--- src/logic/ccmsd_pkg.sv ---
// Package of constants and types for the clock mode select divider
package ccmsd_pkg;
  // Mode select patterns
  localparam logic [2:0] MODE_NORMAL = 3'h5;
  localparam logic [2:0] MODE_DIV2   = 3'h0;
  localparam logic [2:0] MODE_BYPASS = 3'h1;
  localparam logic [2:0] MODE_DIV4   = 3'h2;
  localparam logic [2:0] MODE_CLKRST = 3'h3;
  // Divider terminal counts
  localparam logic [1:0] DIV2_LAST = 2'h1;
  localparam logic [1:0] DIV4_LAST = 2'h3;
  // Register byte offsets
  localparam logic [11:0] CTRL_OFFSET   = 12'h000;
  localparam logic [11:0] STATUS_OFFSET = 12'h004;
  // Control reset value: half period of the system clock output
  localparam logic [3:0] HALF_PERIOD_RESET = 4'h2;
  localparam int         HALF_PERIOD_WIDTH = 4;

  typedef struct packed {
    logic       mode_invalid;
    logic       gen_reset;
    logic       divider_bypass;
    logic       symmetrator_en;
    logic [2:0] mode;
  } ccmsd_status_type;

  typedef struct packed {
    logic       psel;
    logic       penable;
    logic       pwrite;
    logic [11:0] paddr;
    logic [31:0] pwdata;
  } ccmsd_apb_req_type;
endpackage : ccmsd_pkg

--- src/logic/ccmsd_top.sv ---
// Clock mode select, divider and system clock output generator
//
// Behaviour
// - Pattern 101: undivided clock enable, duty-cycle equalizer enabled.
// - Pattern 000: on-chip clock enable every second oscillator cycle.
// - Pattern 001: divider bypassed, equalizer stays disabled.
// - Pattern 010: on-chip clock enable every fourth oscillator cycle.
// - In divide-by-four, system clock output realigns to each reference rising edge within one cycle.
// - Pattern 011: system clock output generator held in known reset.
//
// Our own choices: the placing of the registers and the APB register port.
`timescale 1ns/1ps
`default_nettype none
module ccmsd_top
  import ccmsd_pkg::*;
(
  input  wire  logic                         pclk,
  input  wire  logic                         presetn,
  input  wire  ccmsd_pkg::ccmsd_apb_req_type apb_req,
  output logic [31:0]                        prdata,
  output logic                               pready,
  output logic                               pslverr,
  input  wire  logic [2:0]                   clk_mode,
  input  wire  logic                         ref_clock_in,
  output logic                               chip_clk_en,
  output logic                               symmetrator_en,
  output logic                               divider_bypass,
  output logic                               sys_clk_out_true,
  output logic                               sys_clk_out_comp,
  output logic                               mode_invalid
);
  import ccmsd_pkg::*;

  logic [1:0]                     div_cnt;
  logic [HALF_PERIOD_WIDTH-1:0]   sys_cnt;
  logic [HALF_PERIOD_WIDTH-1:0]   half_period;
  logic                           ref_q;
  ccmsd_status_type               status;

  // Mode decode
  wire is_normal = (clk_mode == MODE_NORMAL);
  wire is_div2   = (clk_mode == MODE_DIV2);
  wire is_bypass = (clk_mode == MODE_BYPASS);
  wire is_div4   = (clk_mode == MODE_DIV4);
  wire is_clkrst = (clk_mode == MODE_CLKRST);
  wire is_valid  = is_normal | is_div2 | is_bypass | is_div4 | is_clkrst;

  wire next_chip_clk_en = is_normal | is_bypass
                        | (is_div2 & (div_cnt[0] == DIV2_LAST[0]))
                        | (is_div4 & (div_cnt == DIV4_LAST));
  wire next_symmetrator_en = is_normal;

  // Reference edge realigns the generator in divide-by-four only
  wire ref_rise  = ref_clock_in & ~ref_q;
  wire realign   = is_div4 & ref_rise;
  wire half_last = (sys_cnt >= half_period - 4'h1);
  wire [HALF_PERIOD_WIDTH-1:0] next_sys_cnt =
    (is_clkrst | realign | half_last) ? '0 : sys_cnt + 4'h1;
  // Reset forces low; realign starts a high phase at once
  wire next_sys_out = is_clkrst ? 1'b0
                    : realign ? 1'b1
                    : (half_last ? ~sys_clk_out_true : sys_clk_out_true);

  // Register bus decode
  wire setup    = apb_req.psel & ~apb_req.penable;
  wire access   = apb_req.psel & apb_req.penable & pready;
  wire hit_ctrl = (apb_req.paddr == CTRL_OFFSET);
  wire hit_stat = (apb_req.paddr == STATUS_OFFSET);
  wire unmapped = ~(hit_ctrl | hit_stat);
  wire ctrl_wr  = access & apb_req.pwrite & hit_ctrl;
  // Zero half period would stall the generator, so it clamps to one
  wire [HALF_PERIOD_WIDTH-1:0] next_half_period =
    (apb_req.pwdata[HALF_PERIOD_WIDTH-1:0] == '0) ? 4'h1
    : apb_req.pwdata[HALF_PERIOD_WIDTH-1:0];
  wire [31:0] next_prdata =
    hit_ctrl ? {28'h000_0000, half_period}
    : hit_stat ? {25'h000_0000, status} : 32'h0000_0000;

  assign status = '{mode_invalid:   mode_invalid,
                    gen_reset:      is_clkrst,
                    divider_bypass: divider_bypass,
                    symmetrator_en: symmetrator_en,
                    mode:           clk_mode};

  always_ff @(posedge pclk or negedge presetn)
  begin
    if (!presetn)
    begin
      div_cnt        <= 2'h0;
      chip_clk_en    <= 1'b0;
      symmetrator_en <= 1'b0;
      divider_bypass <= 1'b0;
      mode_invalid   <= 1'b0;
    end
    else
    begin
      div_cnt        <= div_cnt + 2'h1;
      chip_clk_en    <= next_chip_clk_en;
      symmetrator_en <= next_symmetrator_en;
      divider_bypass <= is_bypass;
      mode_invalid   <= ~is_valid;
    end
  end

  always_ff @(posedge pclk or negedge presetn)
  begin
    if (!presetn)
    begin
      sys_cnt          <= '0;
      sys_clk_out_true <= 1'b0;
      sys_clk_out_comp <= 1'b1;
      ref_q            <= 1'b0;
    end
    else
    begin
      sys_cnt          <= next_sys_cnt;
      sys_clk_out_true <= next_sys_out;
      sys_clk_out_comp <= ~next_sys_out;
      ref_q            <= ref_clock_in;
    end
  end

  always_ff @(posedge pclk or negedge presetn)
  begin
    if (!presetn)
    begin
      half_period <= HALF_PERIOD_RESET;
      pready      <= 1'b0;
      prdata      <= 32'h0000_0000;
      pslverr     <= 1'b0;
    end
    else
    begin
      pready  <= setup;
      pslverr <= setup & unmapped;
      if (setup)
      begin
        prdata <= next_prdata;
      end
      if (ctrl_wr)
      begin
        half_period <= next_half_period;
      end
    end
  end
endmodule : ccmsd_top
`default_nettype wire

--- config.mk ---
export PLATFORM = sky130hd
export DESIGN_NAME = ccmsd_top
export DESIGN_NICKNAME = d
export VERILOG_FILES = /design/src/logic/ccmsd_pkg.sv /design/src/logic/ccmsd_top.sv
export SDC_FILE = /design/constraint.sdc
export NUM_CORES = 1
export LEC_CHECK = 0
export BUFFER_PORTS_ARGS = -buffer_cell sky130_fd_sc_hd__buf_2
export CAP_MARGIN = 0
export CORE_MARGIN = 4
export CORE_UTILIZATION = 40
export DETAILED_ROUTE_END_ITERATION = 10
export HOLD_SLACK_MARGIN = 0.02
export PLACE_DENSITY = 0.77
export SYNTH_ARGS = -nofsm -noshare
export SYNTH_HDL_FRONTEND = slang
export SYNTH_SLANG_ARGS = --single-unit
--- constraint.sdc ---
create_clock -name pclk -period 3.66 [get_ports pclk]
set_input_delay 0.366 -clock pclk [delete_from_list [all_inputs] [get_ports pclk]]
set_output_delay 0.366 -clock pclk [all_outputs]
set_load 0.01 [all_outputs]
# [Word level (Yosys, flattened, before mapping)]
# Cells that the tools add are included.
[classes] addsub=3 n_mul=0 div_mod_pow=0 n_lt_le_gt_ge=1 n_eq_ne=6 shifts=0 mux=7 bitwise_logic=26 reduce_logical=3
[ops] operator="2-to-1 mux 7 bit" n=2
[ops] operator="== test 12 x 3 -> 1 bit (second input constant)" n=1
[ops] operator="logical NOT 12 bit" n=1
[ops] operator="bitwise AND 1 bit" n=10
[ops] operator="OR 1 bit" n=10
[ops] operator="2-to-1 mux 4 bit" n=2
[ops] operator="== test 3 x 2 -> 1 bit (second input constant)" n=2
[ops] operator="NOT 1 bit" n=6
[ops] operator="adder 4 x 1 -> 4 bit (second input constant)" n=1
[ops] operator="greater-or-equal comparator 4 bit" n=1
[ops] operator="logical NOT 4 bit" n=1
[ops] operator="subtractor 4 x 1 -> 4 bit (second input constant)" n=1
[ops] operator="== test 3 x 1 -> 1 bit (second input constant)" n=1
[ops] operator="== test 3 bit (second input constant)" n=1
[ops] operator="logical NOT 3 bit" n=1
[ops] operator="2-to-1 mux 1 bit" n=3
[ops] operator="adder 2 x 1 -> 2 bit (second input constant)" n=1
[ops] operator="== test 2 bit (second input constant)" n=1
[totals] reg_bits=51 latchBits=0 mem_bits_rw=0 rom_bits=0 output_inout_bits=40 mem_count=0

# [Longest topological paths before layout]
[depth] depth_word=6 mapped_depth=8 ltp_nobuf=8

# [Worst setup path before layout]
# No wires, ideal clock.
[synth_timing] path_kind="register to register" start="reg half_period[1]" end="reg sys_clk_out_true" setup_time_ns=0.066 arrival_ns=1.857 t_required_ns=3.594 slack_ns=1.738 path_stages_with_launch=9 path_buffers=0 period_less_slack_ns=1.922 cell_sequence="dfstp_2 > inv_1 > ha_1 > xnor2_1 > ha_1 > a21o_1 > a31oi_1 > mux2i_1 > and2_1"
[synth_via] elab_chain_cells=5
[synth_rtl] item="start, declared" line="ccmsd_top.sv:36" source="logic [HALF_PERIOD_WIDTH-1:0] half_period;"
[synth_rtl] item="start signal, assigned" line="ccmsd_top.sv:142" source="half_period <= next_half_period;"
[synth_rtl] item="subtractor 4 x 1 -> 4 bit" line="ccmsd_top.sv:56" source="wire half_last = (sys_cnt >= half_period - 4'h1);"
[synth_rtl] item="greater-or-equal comparator 4 bit" line="ccmsd_top.sv:56"
[synth_rtl] item="2-to-1 mux 1 bit" line="ccmsd_top.sv:62" source=": (half_last ? ~sys_clk_out_true : sys_clk_out_true);"
[synth_rtl] item="2-to-1 mux 1 bit" line="ccmsd_top.sv:61" source=": realign ? 1'b1"
[synth_rtl] item="2-to-1 mux 1 bit" line="ccmsd_top.sv:60" source="wire next_sys_out = is_clkrst ? 1'b0"
[synth_rtl] item="via next_sys_out" line="ccmsd_top.sv:60"
[synth_rtl] item="end signal, assigned" line="ccmsd_top.sv:117" source="sys_clk_out_true <= next_sys_out;"
[synth_rtl] item="end, declared" line="ccmsd_top.sv:28" source="output logic sys_clk_out_true,"
# The timed path passes the listed nets, and every way through them passes these cells.
# A chain may end at the register's enable or synchronous reset.

# [Worst setup path in the final report]
# Ends and elaborated chain as after synthesis.

==> results.tsv <==
stage	metric	value	unit
grt	largest net degree at the start of global routing	27	
cts	Max Root-Sink Buffers	2	
power	Comb pwr share	0.133	
finish	n_diodes	0	
finish	Core Util, Final	0.470	
synth	Ys Warns	0	
grt	vias in the first global route	938	
placement	PortBufs	39	
synth	Synth top area share	0.422	
routing	vias per cell	4.26	
cts	clock latency on the worst-skew pair	300	ps
synth	commonest cells in the netlist	25 x buf_4, 24 x dfrtp_1, 13 x nand2_1	
worst_setup_path	Startpoint Class	register	
floorplan	CORE AREA	3390	um^2
synth	FF+latch count, synth	26	
floorplan	row cnt	21	
synth	async set or reset register ratio after synthesis	1.00	
cts	post-CTS setup buffer count	0	
power	Static Leak	0.880	nW
power	Reg power frac	0.631	
placement	DPL Wire Length	2.02	mm
worst_setup_path	Worst Path Required	3910	ps
power	Power Dens Cells	300	nW/um^2
timing	worst hold slack	40.9	ps
synth	Syn Area/Cell	10.0	um^2
finish	proportion of layout cells with a drive suffix above 1	0.276	
grt	grt ovf	0	
run	MaxCap Viol Count	0	
timing	worst slew pin tran	570	ps
grt	layer with the highest usage	met2	
finish	area grow syn2layout	11.8	%
finish	fin nets	243	
power	switching power	119	uW
synth	register area share after synthesis	0.459	
worst_setup_path	worst setup path class	register to register	
routing	first drt pass iteration count	4	
cts	Clock Tree Root	clkbuf_4	
synth	Syn Std Cell Area	1420	um^2
timing	skew final	2.97	ps
floorplan	die width	67.7	um
grt	met1 Usage GRT	0.140	
floorplan	Starting Density	0.420	
timing	Final Max Slew Viols	0	
grt	met2 GRT Util	0.196	
synth	post-synthesis cell type count	31	
floorplan	die area	4580	um^2
timing	final setup TNS	0	ps
cts	Post-CTS Resized	0	
worst_setup_path	Worst Path Max Fanout	4	
cts	htree depth	1	
worst_setup_path	endpoint class of the critical path	register	
run_status	status	finished clean	
grt	GRT met3 Usage	0.0233	
worst_setup_path	crit path launch	half_period[1]$_DFFE_PN1P_	
finish	Filler cells	313	
grt	antenna violations before repair	0	
grt	gr usage total	0.113	
hold_path	Hold Path Class	input port to asynchronous set/reset pin	
worst_setup_path	crit path DAT	2380	ps
routing	routed via count	968	
timing	RSZ-0062 raised after global routing	no	
timing	Setup-failing EPs final	0	
routing	drt first-iter violations	36	
synth	Yosys top cell by area	dfrtp_1	
power	Internal	358	uW
grt	first-pass GRT wire length	4.02	mm
timing	period utilization	0.582	
synth	Synth Instances	142	
routing	wire per inst	10.7	um
cts	Hold Buf Count CTS	0	
synth	dominant synthesized flop cell	dfrtp_1	
timing	Hold Vio Cnt, Final	0	
timing	Fmax	470	MHz
synth	Post-synth EDFFs	0	
cts	total CTS buffers	3	
floorplan	Die Y	67.7	um
synth	largest cells by area after synthesis	dfrtp_1 42%, buf_4 13%, ha_1 6.2%, mux2i_1 4.2%, dfstp_2 3.7%	
cts	Clock transition at path regs	130	ps
cts	clock sinks	26	
routing	DRC Markers	0	
power	Sw Share	0.250	
floorplan	# IOs	93	
worst_setup_path	reg-to-reg startpoint	half_period[1]$_DFFE_PN1P_	
power	clock power share	0.236	
power	VDD IR max	0.0979	mV
routing	ANT nets after route	0	
placement	Placer Congestion	0.811	
routing	drt total wl	2.44	mm
timing	Final Critical Period	2130	ps
cts	CTS tree	yes	
timing	Worst slew margin	0.620	
synth	most frequent cell after synthesis	buf_4	
[power by group through the flow]
stage / clock (mW) / combinational, mW / sequential (mW)
2_1_floorplan: 0 / 0.0490 / 0.310
3_3_place_gp: 0 / 0.0626 / 0.306
3_5_place_dp: 0 / 0.0639 / 0.306
4_1_cts: 0.117 / 0.0639 / 0.301
5_1_grt: 0.130 / 0.0739 / 0.303
6_report: 0.113 / 0.0634 / 0.301
[path summary, 6_finish.rpt]
kind                                               to  slack, ps  cells after the start
min                             prdata[5]$_DFFE_PN0P_         40                      1
min in group pclk                     ref_q$_DFF_PN0_        190                      1
max in group asynchronous  sys_clk_out_comp$_DFF_PN1_       3250                      1
max reg2reg                sys_clk_out_true$_DFF_PN0_       1530                      8
max                        sys_clk_out_true$_DFF_PN0_       1530                      8
min reg2reg                      div_cnt[0]$_DFF_PN0_        450                      1
[stage by stage]
step                      cells  setup WS [ps]  total power [mW]  cell area [um^2]
after floorplan             166           1740             0.359              1510
after global placement      224           1610             0.369              1570
after detailed placement    224           1560             0.370              1570
after CTS                   227           1530             0.482              1590
after global routing        227           1380             0.506              1590
final                       227           1530             0.477              1590
[layer usage]
layer,vias up,wire (um)
li1,496,-
met1,447,989
met2,23,1290
met3,2,149
met4,0,11
met5,-,0
[cell type report]
class                           count  area, um^2  share of cell area
Sequential cell                    26         653               0.410
Multi-Input combinational cell    104         629               0.395
Timing Repair Buffer               39         195               0.123
Tap cell                           46        57.6              0.0362
Inverter                            9        33.8              0.0212
Clock buffer                        3        22.5              0.0142
[sequential cells by signal, summed over array words and instances, names as in the netlist]
register	count
chip_clk_en	1
div_cnt	2
divider_bypass	1
half_period	4
mode_invalid	1
prdata	7
pready	1
pslverr	1
ref_q	1
symmetrator_en	1
sys_clk_out_comp	1
sys_clk_out_true	1
sys_cnt	4
[cells in the final DEF (no fill, tap or decap), types with 3 or more instances in the layout]
cell and instances:
buf_2 39, mux2_4 3, inv_1 9, nand2b_1 3, conb_1 25, nor2_1 10, xnor2_1 3, mux2i_1 6
clkbuf_4 3, nand2_1 13, dfrtp_1 24, o21ai_0 9, ha_1 7, nor3_1 4
[worst max-delay path: stages, from the launching register on]
cell	delay, ps
dfstp_2	580
inv_1	50
ha_1	180
xnor2_1	130
ha_1	300
a21o_1	180
a31oi_1	240
mux2i_1	270
and2_1	150
[cell families (layout without fill, tap and decap cells)]
logic type,after synthesis,count (layout),share of synthesized area
AOI/OAI and AO/OA,15,15,0.0589
other,1,25,0.00263
and+or+nand+nor,44,44,0.157
xor gates and xnor gates,4,4,0.0246
muxes,9,9,0.0738
DFF,26,26,0.459
buffers and inverters,36,51,0.163
adders and majority gates,7,7,0.0615
Note: power is estimated with default switching activity, not from simulation.
